**src/shared/rtimer_pkg.sv**
```systemverilog
// package: register map, field layout, reset values and modes of the reload timer
package rtimer_pkg;

   // ***************************************************
   // register offsets (byte addresses)
   // ***************************************************
   localparam logic [7:0] OFF_CTRL   = 8'h00;
   localparam logic [7:0] OFF_COUNT  = 8'h04;
   localparam logic [7:0] OFF_RELOAD = 8'h08;
   localparam logic [7:0] OFF_PWM    = 8'h0C;
   localparam logic [7:0] OFF_STATUS = 8'h10;

   // ***************************************************
   // control field positions
   // ***************************************************
   localparam int CTRL_EN_BIT    = 0;
   localparam int CTRL_MODE_LSB  = 1;   // two bits
   localparam int CTRL_POL_BIT   = 3;
   localparam int CTRL_PRE_LSB   = 4;   // three bits, divide by 2**n
   localparam int CTRL_OUTEN_BIT = 7;
   localparam int STAT_EVT_BIT   = 0;   // reload seen, write 1 to clear
   localparam int STAT_OUT_BIT   = 1;

   // ***************************************************
   // reset values and fixed counts
   // ***************************************************
   localparam logic [15:0] COUNT_RST    = 16'h0000;
   localparam logic [15:0] RELOAD_RST   = 16'h0000;
   localparam logic [15:0] PWM_RST      = 16'h0000;
   localparam logic [15:0] COUNT_RESTART = 16'h0001;
   localparam int          PRE_MAX_LOG2 = 7;        // divide by up to 128

   // ***************************************************
   // modes and carriers
   // ***************************************************
   typedef enum logic [1:0] {
      MODE_ONESHOT = 2'h0,
      MODE_CONT    = 2'h1,
      MODE_COUNTER = 2'h2,
      MODE_PWM     = 2'h3
   } tmode_e;

   typedef struct packed {
      logic       outEn;
      logic [2:0] preSel;
      logic       output_polarity_sel;
      tmode_e     mode;
      logic       enable;
   } ctrl_s;

endpackage : rtimer_pkg

```
**src/hw/prescale_div.sv**
```systemverilog
// module: power-of-two prescaler producing one-cycle count enables
module prescale_div #(
   parameter int LOG2_MAX = 7
) (
   // clock and reset
   input  wire logic                        ref_clk,
   input  wire logic                        rst_n,
   // control
   input  wire logic                        run,
   input  wire logic [$clog2(LOG2_MAX+1)-1:0] sel,
   // enable out
   output      logic                        tick
);

   // refuse depths that the mask and the divide counter cannot serve
   if (LOG2_MAX < 1 || LOG2_MAX > 15) begin : g_badDepth
      $error("prescale_div: LOG2_MAX out of range");
   end

   logic [LOG2_MAX-1:0] divCnt_r;
   logic [LOG2_MAX-1:0] mask;

   // mask of the low sel bits; tick when they are all ones
   assign mask = LOG2_MAX'((1 << sel) - 1);

   // free-run while enabled; restart on stop so the first period is full
   always_ff @(posedge ref_clk or negedge rst_n) begin
      if (!rst_n) begin
         divCnt_r <= '0;
      end else if (!run) begin
         divCnt_r <= '0;
      end else if ((divCnt_r & mask) == mask) begin
         divCnt_r <= '0;
      end else begin
         divCnt_r <= divCnt_r + 1'b1;
      end
   end

   assign tick = run && ((divCnt_r & mask) == mask);

endmodule : prescale_div

```
**src/hw/reload_timer.sv**
```systemverilog
// module: 16-bit reload timer with one-shot, continuous, counter and PWM modes
// Overview of operation
// - one-shot reload: event, count 0001h, self-disable
// - one-shot output inverts for one clock
// - timed modes count prescaled system clock
// - continuous reload: event, 0001h, output toggles
// - loaded start count affects first pass only
// - counter mode counts edges chosen by polarity
// - counter mode bypasses the prescaler
// - counter reload: event, 0001h, output toggles
// - counter polarity sets initial output level
// - PWM output toggles at match value
// - polarity one: high, low at match
// - polarity zero: low, high at match
// - PWM reload: event, 0001h, period ends
// - prescaler divides by 1 to 128
// - count wraps FFFFh to 0000h
module reload_timer (
   // clock and reset
   input  wire logic        ref_clk,
   input  wire logic        rst_n,
   // axi4-lite write address, data and response
   input  wire logic [7:0]  s_axi_awaddr,
   input  wire logic        s_axi_awvalid,
   output      logic        s_axi_awready,
   input  wire logic [31:0] s_axi_wdata,
   input  wire logic [3:0]  s_axi_wstrb,
   input  wire logic        s_axi_wvalid,
   output      logic        s_axi_wready,
   output      logic [1:0]  s_axi_bresp,
   output      logic        s_axi_bvalid,
   input  wire logic        s_axi_bready,
   // axi4-lite read
   input  wire logic [7:0]  s_axi_araddr,
   input  wire logic        s_axi_arvalid,
   output      logic        s_axi_arready,
   output      logic [31:0] s_axi_rdata,
   output      logic [1:0]  s_axi_rresp,
   output      logic        s_axi_rvalid,
   input  wire logic        s_axi_rready,
   // timer pins
   input  wire logic        timerIn,
   output      logic        timerOut,
   output      logic        reloadPulse
);

   // ***************************************************
   // registers and bus slave
   // ***************************************************
   rtimer_pkg::ctrl_s ctrl_r;
   logic [15:0] count_r;
   logic [15:0] reload_r;
   logic [15:0] pwm_r;
   logic        evtFlag_r;
   logic        outLvl_r;
   logic        blip_r;
   logic [7:0]  awAddr_r;
   logic [31:0] wData_r;
   logic [3:0]  wStrb_r;
   logic        awHave_r;
   logic        wHave_r;
   logic        doWrite;
   logic        reloadHit;
   logic        advance;
   logic        pwmHit;
   logic        tick;
   logic        inSync_r;
   logic        inPrev_r;
   logic        edgeSeen;
   logic        clrEvt;

   // hold address and data until both are in; slave takes them in either order
   always_ff @(posedge ref_clk or negedge rst_n) begin
      if (!rst_n) begin
         awHave_r <= 1'b0;
         wHave_r  <= 1'b0;
         awAddr_r <= 8'h00;
         wData_r  <= 32'h0000_0000;
         wStrb_r  <= 4'h0;
      end else begin
         if (s_axi_awvalid && s_axi_awready) begin
            awHave_r <= 1'b1;
            awAddr_r <= s_axi_awaddr;
         end else if (doWrite) begin
            awHave_r <= 1'b0;
         end
         if (s_axi_wvalid && s_axi_wready) begin
            wHave_r <= 1'b1;
            wData_r <= s_axi_wdata;
            wStrb_r <= s_axi_wstrb;
         end else if (doWrite) begin
            wHave_r <= 1'b0;
         end
      end
   end

   assign doWrite = awHave_r && wHave_r && !s_axi_bvalid;

   // ready only while the holding slot is empty and no response is pending
   always_ff @(posedge ref_clk or negedge rst_n) begin
      if (!rst_n) begin
         s_axi_awready <= 1'b0;
         s_axi_wready  <= 1'b0;
         s_axi_bvalid  <= 1'b0;
         s_axi_bresp   <= 2'b00;
      end else begin
         s_axi_awready <= !awHave_r && !(s_axi_awvalid && s_axi_awready) && !s_axi_bvalid;
         s_axi_wready  <= !wHave_r && !(s_axi_wvalid && s_axi_wready) && !s_axi_bvalid;
         if (doWrite) begin
            s_axi_bvalid <= 1'b1;
            s_axi_bresp  <= (awAddr_r > rtimer_pkg::OFF_STATUS) ? 2'b10 : 2'b00;
         end else if (s_axi_bready) begin
            s_axi_bvalid <= 1'b0;
         end
      end
   end

   // read channel: one read at a time, unmapped addresses answer slverr
   always_ff @(posedge ref_clk or negedge rst_n) begin
      if (!rst_n) begin
         s_axi_arready <= 1'b0;
         s_axi_rvalid  <= 1'b0;
         s_axi_rdata   <= 32'h0000_0000;
         s_axi_rresp   <= 2'b00;
      end else if (s_axi_arvalid && s_axi_arready) begin
         s_axi_arready <= 1'b0;
         s_axi_rvalid  <= 1'b1;
         s_axi_rresp   <= 2'b00;
         unique case (s_axi_araddr)
            rtimer_pkg::OFF_CTRL:   s_axi_rdata <= {24'h00_0000, ctrl_r};
            rtimer_pkg::OFF_COUNT:  s_axi_rdata <= {16'h0000, count_r};
            rtimer_pkg::OFF_RELOAD: s_axi_rdata <= {16'h0000, reload_r};
            rtimer_pkg::OFF_PWM:    s_axi_rdata <= {16'h0000, pwm_r};
            rtimer_pkg::OFF_STATUS: s_axi_rdata <= {30'h0000_0000, outLvl_r, evtFlag_r};
            default: begin
               s_axi_rdata <= 32'h0000_0000;
               s_axi_rresp <= 2'b10;
            end
         endcase
      end else if (s_axi_rvalid) begin
         if (s_axi_rready) begin
            s_axi_rvalid  <= 1'b0;
         end
      end else begin
         s_axi_arready <= 1'b1;
      end
   end

   // ***************************************************
   // counting engine
   // ***************************************************
   // edge detect on the input; sampled as synchronous, so one stage suffices
   always_ff @(posedge ref_clk or negedge rst_n) begin
      if (!rst_n) begin
         inSync_r <= 1'b0;
         inPrev_r <= 1'b0;
      end else begin
         inSync_r <= timerIn;
         inPrev_r <= inSync_r;
      end
   end

   // polarity chooses rising (1) or falling (0); needs input at most clock/2
   assign edgeSeen = ctrl_r.output_polarity_sel ? (inSync_r && !inPrev_r)
                                                : (!inSync_r && inPrev_r);

   prescale_div #(
      .LOG2_MAX (rtimer_pkg::PRE_MAX_LOG2)
   ) u_pre (
      .ref_clk (ref_clk),
      .rst_n   (rst_n),
      .run     (ctrl_r.enable),
      .sel     (ctrl_r.preSel),
      .tick    (tick)
   );

   // counter mode skips the prescaler; other modes use the divided clock
   assign advance = ctrl_r.enable &&
                    ((ctrl_r.mode == rtimer_pkg::MODE_COUNTER) ? edgeSeen
                                                               : tick);
   assign reloadHit = advance && (count_r == reload_r);
   assign pwmHit    = advance && (ctrl_r.mode == rtimer_pkg::MODE_PWM) && (count_r == pwm_r);

   // count: restart at 0001h on reload, wrap naturally at FFFFh, hold when off
   always_ff @(posedge ref_clk or negedge rst_n) begin
      if (!rst_n) begin
         count_r <= rtimer_pkg::COUNT_RST;
      end else if (doWrite && awAddr_r == rtimer_pkg::OFF_COUNT && !ctrl_r.enable) begin
         count_r <= wData_r[15:0];
      end else if (reloadHit) begin
         count_r <= rtimer_pkg::COUNT_RESTART;
      end else if (advance) begin
         count_r <= count_r + 16'h0001;
      end
   end

   // reload and pwm registers, writable only while stopped
   always_ff @(posedge ref_clk or negedge rst_n) begin
      if (!rst_n) begin
         reload_r <= rtimer_pkg::RELOAD_RST;
         pwm_r    <= rtimer_pkg::PWM_RST;
      end else if (doWrite && !ctrl_r.enable) begin
         if (awAddr_r == rtimer_pkg::OFF_RELOAD) reload_r <= wData_r[15:0];
         if (awAddr_r == rtimer_pkg::OFF_PWM)    pwm_r    <= wData_r[15:0];
      end
   end

   // control: software write, one-shot clears its own enable after reload
   always_ff @(posedge ref_clk or negedge rst_n) begin
      if (!rst_n) begin
         ctrl_r <= '0;
      end else begin
         if (doWrite && awAddr_r == rtimer_pkg::OFF_CTRL && wStrb_r[0]) begin
            ctrl_r <= rtimer_pkg::ctrl_s'(wData_r[7:0]);
         end
         if (reloadHit && ctrl_r.mode == rtimer_pkg::MODE_ONESHOT) begin
            ctrl_r.enable <= 1'b0;
         end
      end
   end

   // sticky reload event; a new reload beats a same-cycle clear
   assign clrEvt = doWrite && awAddr_r == rtimer_pkg::OFF_STATUS && wData_r[rtimer_pkg::STAT_EVT_BIT];
   always_ff @(posedge ref_clk or negedge rst_n) begin
      if (!rst_n) begin
         evtFlag_r   <= 1'b0;
         reloadPulse <= 1'b0;
      end else begin
         reloadPulse <= reloadHit;
         if (reloadHit) begin
            evtFlag_r <= 1'b1;
         end else if (clrEvt) begin
            evtFlag_r <= 1'b0;
         end
      end
   end

   // ***************************************************
   // output level
   // ***************************************************
   // idle level follows polarity; modes toggle it or blip it for one clock
   always_ff @(posedge ref_clk or negedge rst_n) begin
      if (!rst_n) begin
         outLvl_r <= 1'b0;
         blip_r   <= 1'b0;
      end else begin
         blip_r <= 1'b0;
         if (!ctrl_r.enable) begin
            outLvl_r <= ctrl_r.output_polarity_sel;
         end else begin
            unique case (ctrl_r.mode)
               rtimer_pkg::MODE_ONESHOT: begin
                  // start level held while running, so a polarity flip lands at time-out
                  blip_r   <= reloadHit;
               end
               rtimer_pkg::MODE_CONT,
               rtimer_pkg::MODE_COUNTER: begin
                  if (reloadHit) outLvl_r <= !outLvl_r;
               end
               rtimer_pkg::MODE_PWM: begin
                  if (reloadHit) begin
                     outLvl_r <= ctrl_r.output_polarity_sel;
                  end else if (pwmHit) begin
                     outLvl_r <= !ctrl_r.output_polarity_sel;
                  end
               end
            endcase
         end
      end
   end

   // output pin registered; stays at polarity level when output function is off
   always_ff @(posedge ref_clk or negedge rst_n) begin
      if (!rst_n) begin
         timerOut <= 1'b0;
      end else if (ctrl_r.outEn) begin
         timerOut <= blip_r ? !outLvl_r : outLvl_r;
      end else begin
         timerOut <= ctrl_r.output_polarity_sel;
      end
   end
endmodule : reload_timer

```
**config.mk**
```make
export PLATFORM = sky130hd
export DESIGN_NAME = reload_timer
export DESIGN_NICKNAME = d
export VERILOG_FILES = /design/src/shared/rtimer_pkg.sv /design/src/hw/prescale_div.sv /design/src/hw/reload_timer.sv
export SDC_FILE = /design/constraint.sdc
export NUM_CORES = 1
export LEC_CHECK = 0
export BUFFER_PORTS_ARGS = -buffer_cell sky130_fd_sc_hd__buf_2
export CAP_MARGIN = 40
export CORE_MARGIN = 4
export CORE_UTILIZATION = 61
export DETAILED_ROUTE_END_ITERATION = 16
export MAX_ROUTING_LAYER = met4
export PLACE_DENSITY = 0.9
export REMOVE_ABC_BUFFERS = 1
export SLEW_MARGIN = 5
export SYNTH_ARGS = -nofsm -noshare
export SYNTH_HDL_FRONTEND = slang
export SYNTH_SLANG_ARGS = --single-unit
```
**constraint.sdc**
```tcl
create_clock -name ref_clk -period 4.5 [get_ports ref_clk]
set_input_delay 0.225 -clock ref_clk [delete_from_list [all_inputs] [get_ports ref_clk]]
set_output_delay 0.225 -clock ref_clk [all_outputs]
set_load 0.05 [all_outputs]
```
# After elaboration in Yosys (flattened, before gate mapping)
# Cells that the tools add are included.
[op_classes] eq_ne=18 add_sub_neg=3 muxes=33 order_cmp=1 shift=1 n_reduce_logical=48 n_bitwise=1
[ops] cell="$pmux W16 S5" n=1
[ops] cell="$mux W16" n=3
[ops] cell="$eq A16 B16 Y1" n=2
[ops] cell="$eq A8 B4 Y1 const B" n=4
[ops] cell="$logic_and A1 B1 Y1" n=24
[ops] cell="$mux W1" n=24
[ops] cell="$add A16 B1 Y16 const B" n=1
[ops] cell="$eq A8 B3 Y1 const B" n=2
[ops] cell="$eq A8 B5 Y1 const B" n=2
[ops] cell="$logic_not A8 Y1" n=2
[ops] cell="$mux W7" n=2
[ops] cell="$logic_not A1 Y1" n=10
[ops] cell="$reduce_bool A2 Y1" n=5
[ops] cell="$gt A8 B5 Y1 const B" n=1
[ops] cell="$add A7 B1 Y7 const B" n=1
[ops] cell="$and A7 B7 Y7" n=1
[ops] cell="$eq A7 B7 Y1" n=1
[ops] cell="$shl A1 B3 Y7 const A" n=1
[ops] cell="$sub A7 B2 Y7 const B" n=1
[ops] cell="$reduce_or A5 Y1" n=1
[ops] cell="$eq A2 B2 Y1 const B" n=2
[ops] cell="$mux W2" n=2
[ops] cell="$ne A4 B4 Y1 const B" n=1
[ops] cell="$reduce_and A2 Y1" n=2
[ops] cell="other kinds (9)" n=9
[word_totals] out_inout_bits=43 word_cells=134 reg_bits=138 inputBits=60

# Logic depth before layout (Yosys ltp)
[depth] word_depth=13 depth_mapped=9 depth_no_buf=8

# By module
# Synthesis repeated with hierarchy kept, for this count alone.
[unflattened] hier_cells=550 hier_area_um2=6204.7
[modules_own_cells] module="reload_timer" seq_area_each_um2=2827.7 cells_each=511 instances=1 area_per_inst_um2=5814.3
[modules_own_cells] module="prescale_div" seq_area_each_um2=175.2 cells_each=39 instances=1 area_per_inst_um2=390.4

# Least setup slack after synthesis
# OpenSTA, ideal clock, no wires.
[synth_path] path_kind="register -> register" startpoint="register s_axi_bvalid" endpoint="register reload_r[10]" setup_ns=0.125 n_path_buf=1 stages_incl_launch_ff=9 synth_period_minus_slack_ns=2.494 path_slack_ns=2.006 t_arrival_ns=2.369 cell_sequence="dfrtp_1 -> nor2b_2 -> nand2_2 -> or4_4 -> nor4_4 -> nand2_2 -> nor2_4 -> buf_12 -> mux2_4"
[synth_between] elab_chain_len=4
[synth_lines] item="start: declaration" line="reload_timer.sv:31" source="output logic s_axi_bvalid,"
[synth_lines] item="start signal: assignment" line="reload_timer.sv:104" source="s_axi_bvalid <= 1'b0;"
[synth_lines] item="start signal: assignment" line="reload_timer.sv:110" source="s_axi_bvalid <= 1'b1;"
[synth_lines] item="start signal: assignment" line="reload_timer.sv:113" source="s_axi_bvalid <= 1'b0;"
[synth_lines] item="$logic_not A1 Y1" line="reload_timer.sv:97" source="assign doWrite = awHave_r && wHave_r && !s_axi_bvalid;"
[synth_lines] item="$logic_and A1 B1 Y1" line="reload_timer.sv:97"
[synth_lines] item="$logic_and A1 B1 Y1" line="reload_timer.sv:202" source="end else if (doWrite && !ctrl_r.enable) begin"
[synth_lines] item="$reduce_and A2 Y1 (no source line)"
[synth_lines] item="end signal: assignment" line="reload_timer.sv:200" source="reload_r <= rtimer_pkg::RELOAD_RST;"
[synth_lines] item="end signal: assignment" line="reload_timer.sv:203" source="if (awAddr_r == rtimer_pkg::OFF_RELOAD) reload_r <= wData_r[15:0];"
[synth_lines] item="end: declaration" line="reload_timer.sv:52" source="logic [15:0] reload_r;"
# No other way between the ends.
# A chain may end at the register's enable or synchronous reset.

# Worst setup path in the final report
[layout_path] startpoint="register u_pre.divCnt_r[0]" endpoint="register count_r[13]"
[layout_between] elab_chain_len=8 elab_cells_between_ends=9
[layout_lines] item="start: declaration" line="prescale_div.sv:20" source="logic [LOG2_MAX-1:0] divCnt_r;"
[layout_lines] item="start signal: assignment" line="prescale_div.sv:35" source="divCnt_r <= divCnt_r + 1'b1;"
[layout_lines] item="$and A7 B7 Y7 (*)" line="prescale_div.sv:39" source="assign tick = run && ((divCnt_r & mask) == mask);"
[layout_lines] item="$eq A7 B7 Y1 (*)" line="prescale_div.sv:39"
[layout_lines] item="$logic_and A1 B1 Y1 (*)" line="prescale_div.sv:39"
[layout_lines] item="$mux W1 (*)" line="reload_timer.sv:179" source="((ctrl_r.mode == rtimer_pkg::MODE_COUNTER) ? edgeSeen"
[layout_lines] item="$logic_and A1 B1 Y1 (*)" line="reload_timer.sv:178" source="assign advance = ctrl_r.enable &&"
[layout_lines] item="$logic_and A1 B1 Y1" line="reload_timer.sv:181" source="assign reloadHit = advance && (count_r == reload_r);"
[layout_lines] item="$mux W16" line="reload_timer.sv:190" source="end else if (reloadHit) begin"
[layout_lines] item="$mux W16" line="reload_timer.sv:188" source="end else if (doWrite && awAddr_r == rtimer_pkg::OFF_COUNT && !ctrl_r.enable) begin"
[layout_lines] item="end signal: assignment" line="reload_timer.sv:187" source="count_r <= rtimer_pkg::COUNT_RST;"
[layout_lines] item="end signal: assignment" line="reload_timer.sv:189" source="count_r <= wData_r[15:0];"
[layout_lines] item="end signal: assignment" line="reload_timer.sv:191" source="count_r <= rtimer_pkg::COUNT_RESTART;"
[layout_lines] item="end: declaration" line="reload_timer.sv:51" source="logic [15:0] count_r;"
# Mark *: on every way between the ends. The rest lies on a longest branch, timed or not.

==> impl_metrics.ini <==
[synth]
async_flop_share_pct = 100
yosysSeqAreaShare_pct = 48.5
synth_area_per_cell_um2 = 11.3
synth_edf_count = 0
ys.flop_type = dfrtp_1
synth_warnings = 0
syn_inst = 549
syn_area_um2 = 6190
yosysUniqueCellTypes = 60
ys_ff_latch = 120

[floorplan]
fp.dieArea_um2 = 11800
core_area_um2 = 9820
die_h_um = 109
io_pins = 103
die_w_um = 109
rows = 36
initial_utilization_pct = 63.0

[drt]
vias = 4842
routed_wl_mm = 15.9
drc = 0
dr.pass1.iters = 6
vias_per_cell = 6.20
wire_per_inst_um = 20.4
ant_nets = 0
drtIter0Drc = 565

[cts]
cts-root-buf = clkbuf_8
htree_levels = 4
clock_path_buffers = 2
clock_sinks = 120
insertion_delay_ns = 0.52
cts_inserted_buffers = 17
cts_tree = built
path_clk_slew_ns = 0.06
cts.repair.resized = 0

[setup_path]
crit_path_start_kind = flop
path_max_fanout = 19
r2r-start = u_pre.divCnt_r[0]
critPathSlowestCell = a21oi_2
reg2reg_to = count_r[13]
cp_top_family = compound AO/OA/AOI/OAI gates
setup.worst_path.class = flop to flop
crit_arrival_ns = 3.27
path_buf_inv = 0
ff2ff_setup_slack_ns = 1.65
critPathMaxStageDelay_ns = 0.72
cp.required_ns = 4.92
crit_chain = and4_1 -> a21oi_1 -> nor4_4 -> a21oi_2 -> or2_1 -> o311ai_0 -> o21a_1
crit_path_end_kind = flop
reg2reg_depth = 7

[pwr]
power_density_nw_per_um2 = 630
total_leakage_power_nw = 3.35
ir_worst_vdd_uv = 515

[timing]
fmax_mhz = 351
worst_pin_slew_ns = 0.893
rsz0062_at_grt = no
hold_viol_final = 0
relSlewSlack_pct = 40.0
drv_slew = 0
finClkSkew_ns = 0.0102
setup_viol = 0
tns_ns = 0
hold_ws_ns = 0.164
period_share_pct = 63.4
finalCriticalPeriod_ns = 2.85

[finish]
fin_util_pct = 75.9
n_antenna_cell = 0
nFillCells = 593
drive_gt1_share_pct = 29.9
nets = 700
area_growth_syn_to_layout_pct = 20.4

[global_route]
grt_pass1_wl_mm = 25.5
overflow = 0
antenna_found_initial = 0
grt.total_usage_pct = 29.1
first_global_vias = 4960
grt_max_degree = 60

[placement]
post-dp-hpwl_mm = 9.48
portBuffers = 65
gp_congestion = 0.927

[job]
drv_cap = 0

[min_path]
holdCritPathClass = input port to async pin

[status]
status = finished clean
-- repair_timing --
item | 4_1_cts | 5_1_grt
endpoints found under the hold margin | 53 | 0
buffers inserted | 0 | 0
hold buffers | 30 | 0
-- layout by cell type, fill, tap and decap left out, types with 4 or more instances in the layout --
cell type,count
dfrtp_1,120
buf_2,64
mux2_2,59
nor2_1,35
o21ai_0,35
nand2_1,32
xnor2_1,31
dlygate4sd3_1,30
conb_1,18
clkbuf_16,16
a21oi_1,15
inv_1,13
a22oi_1,13
nand4_1,10
mux2_4,10
nand3_1,9
nor2b_1,8
nand2b_1,7
xor2_1,7
and3_1,7
o21a_1,7
mux4_2,6
a22o_1,6
nor3_1,5
o31a_1,5
o311ai_1,5
ha_1,5
a31oi_1,4
bufinv_16,4
inv_6,4
buf_4,4
-- Yosys cell counts (2+ instances only) --
master	n	area, um2
mux2_2	59	664
nand2_2	2	12.5
nand2b_1	7	43.8
clkbuf_1	13	48.8
o311ai_1	5	43.8
nand3_1	9	45.0
ha_1	5	62.6
buf_1	3	11.3
mux2_4	10	150
or3_1	2	12.5
buf_4	19	143
a21oi_2	2	17.5
xor2_1	7	61.3
a22oi_1	13	97.6
o41a_1	2	22.5
xnor2_1	31	272
nand2_1	32	120
and3_1	7	43.8
and2_1	2	12.5
or2_2	2	12.5
o21a_1	7	52.6
nor2b_1	8	50.1
inv_1	13	48.8
nor4_1	3	18.8
nand4_1	10	62.6
o21ai_0	35	175
a21oi_1	15	75.1
buf_2	14	70.1
nor2_1	35	131
a31oi_1	4	25.0
dfrtp_1	120	3000
mux4_2	6	135
nor3_1	5	25.0
o31a_1	5	43.8
o22ai_1	3	18.8
nor4_4	3	63.8
a22o_1	6	52.6
mux2i_1	3	30.0
-- metrics by stage --
step	setup slack (ns)	std cells	cell area [um2]	power (W)
2_1_floorplan	1.90	515	5950	0.00266
3_3_place_gp	1.78	715	6460	0.00298
3_5_place_dp	1.71	717	6500	0.00308
4_1_cts	1.59	779	7430	0.00459
5_1_grt	1.49	781	7450	0.00489
6_report	1.65	781	7450	0.00470
-- power by group --
group | total (W) | internal [W] | switching, W
logic | 0.00152 | 0.000670 | 0.000846
registers | 0.00172 | 0.00134 | 0.000378
clock network | 0.00146 | 0.000936 | 0.000522
total | 0.00470 | 0.00295 | 0.00175
-- cell families (layout without fill, tap and decap cells) --
logic type | Yosys count | in the layout | synth area share, %
simple gates | 139 | 139 | 12.5
compound gates | 104 | 104 | 11.0
buf+inv | 64 | 146 | 5.70
flops | 120 | 120 | 48.5
other cells | 1 | 18 | 0.0606
xor+xnor | 38 | 38 | 5.38
fa+ha+maj | 5 | 5 | 1.01
mux | 78 | 78 | 15.8
-- worst reg2reg max path: cells and delay by family (launching register included) --
kind	cells	cell delay, ns
DFF	1	0.44
AOI/OAI and AO/OA	4	1.35
and+or+nand+nor	3	0.95
-- routing by layer --
| layer | wire length [um] | share of wire, % | track usage [%] |
|---|---|---|---|
| met2 | 7890 | 50 | 48.0 |
| met5 | 0 | 0 | - |
| met1 | 5890 | 37 | 34.2 |
| met3 | 1330 | 8.4 | 6.39 |
| met4 | 787 | 4.9 | 13.3 |
-- final cells by class --
| cell class | count | area [um2] | area share, % |
|---|---|---|---|
| well taps | 133 | 166 | 2.23 |
| multi-input cells | 382 | 2900 | 38.9 |
| clock buffers | 19 | 442 | 5.93 |
| repair buffers | 101 | 704 | 9.45 |
| flip-flops and latches | 120 | 3000 | 40.3 |
| inverters | 13 | 48.8 | 0.655 |
| clock inverters | 13 | 191 | 2.57 |
-- sequential cells by signal, summed over array words and instances, names as in the netlist, 7 cells and up --
name            cells
reload_r           16
count_r            16
ctrl_r              8
u_pre.divCnt_r      7
wData_r            16
awAddr_r            8
pwm_r              16
s_axi_rdata        16
-- worst max path at each step --
stage / cells past startpoint / from / slack, ns / endpoint
floorplan: 6 / s_axi_bvalid / 1.90 / ctrl_r[3]
global placement: 6 / count_r[2] / 1.78 / count_r[8]
detailed placement: 6 / count_r[12] / 1.71 / count_r[13]
CTS: 6 / count_r[13] / 1.59 / count_r[13]
global route: 7 / u_pre.divCnt_r[0] / 1.49 / count_r[13]
finish: 7 / u_pre.divCnt_r[0] / 1.65 / count_r[13]
Power figures use the tool's default switching activity.
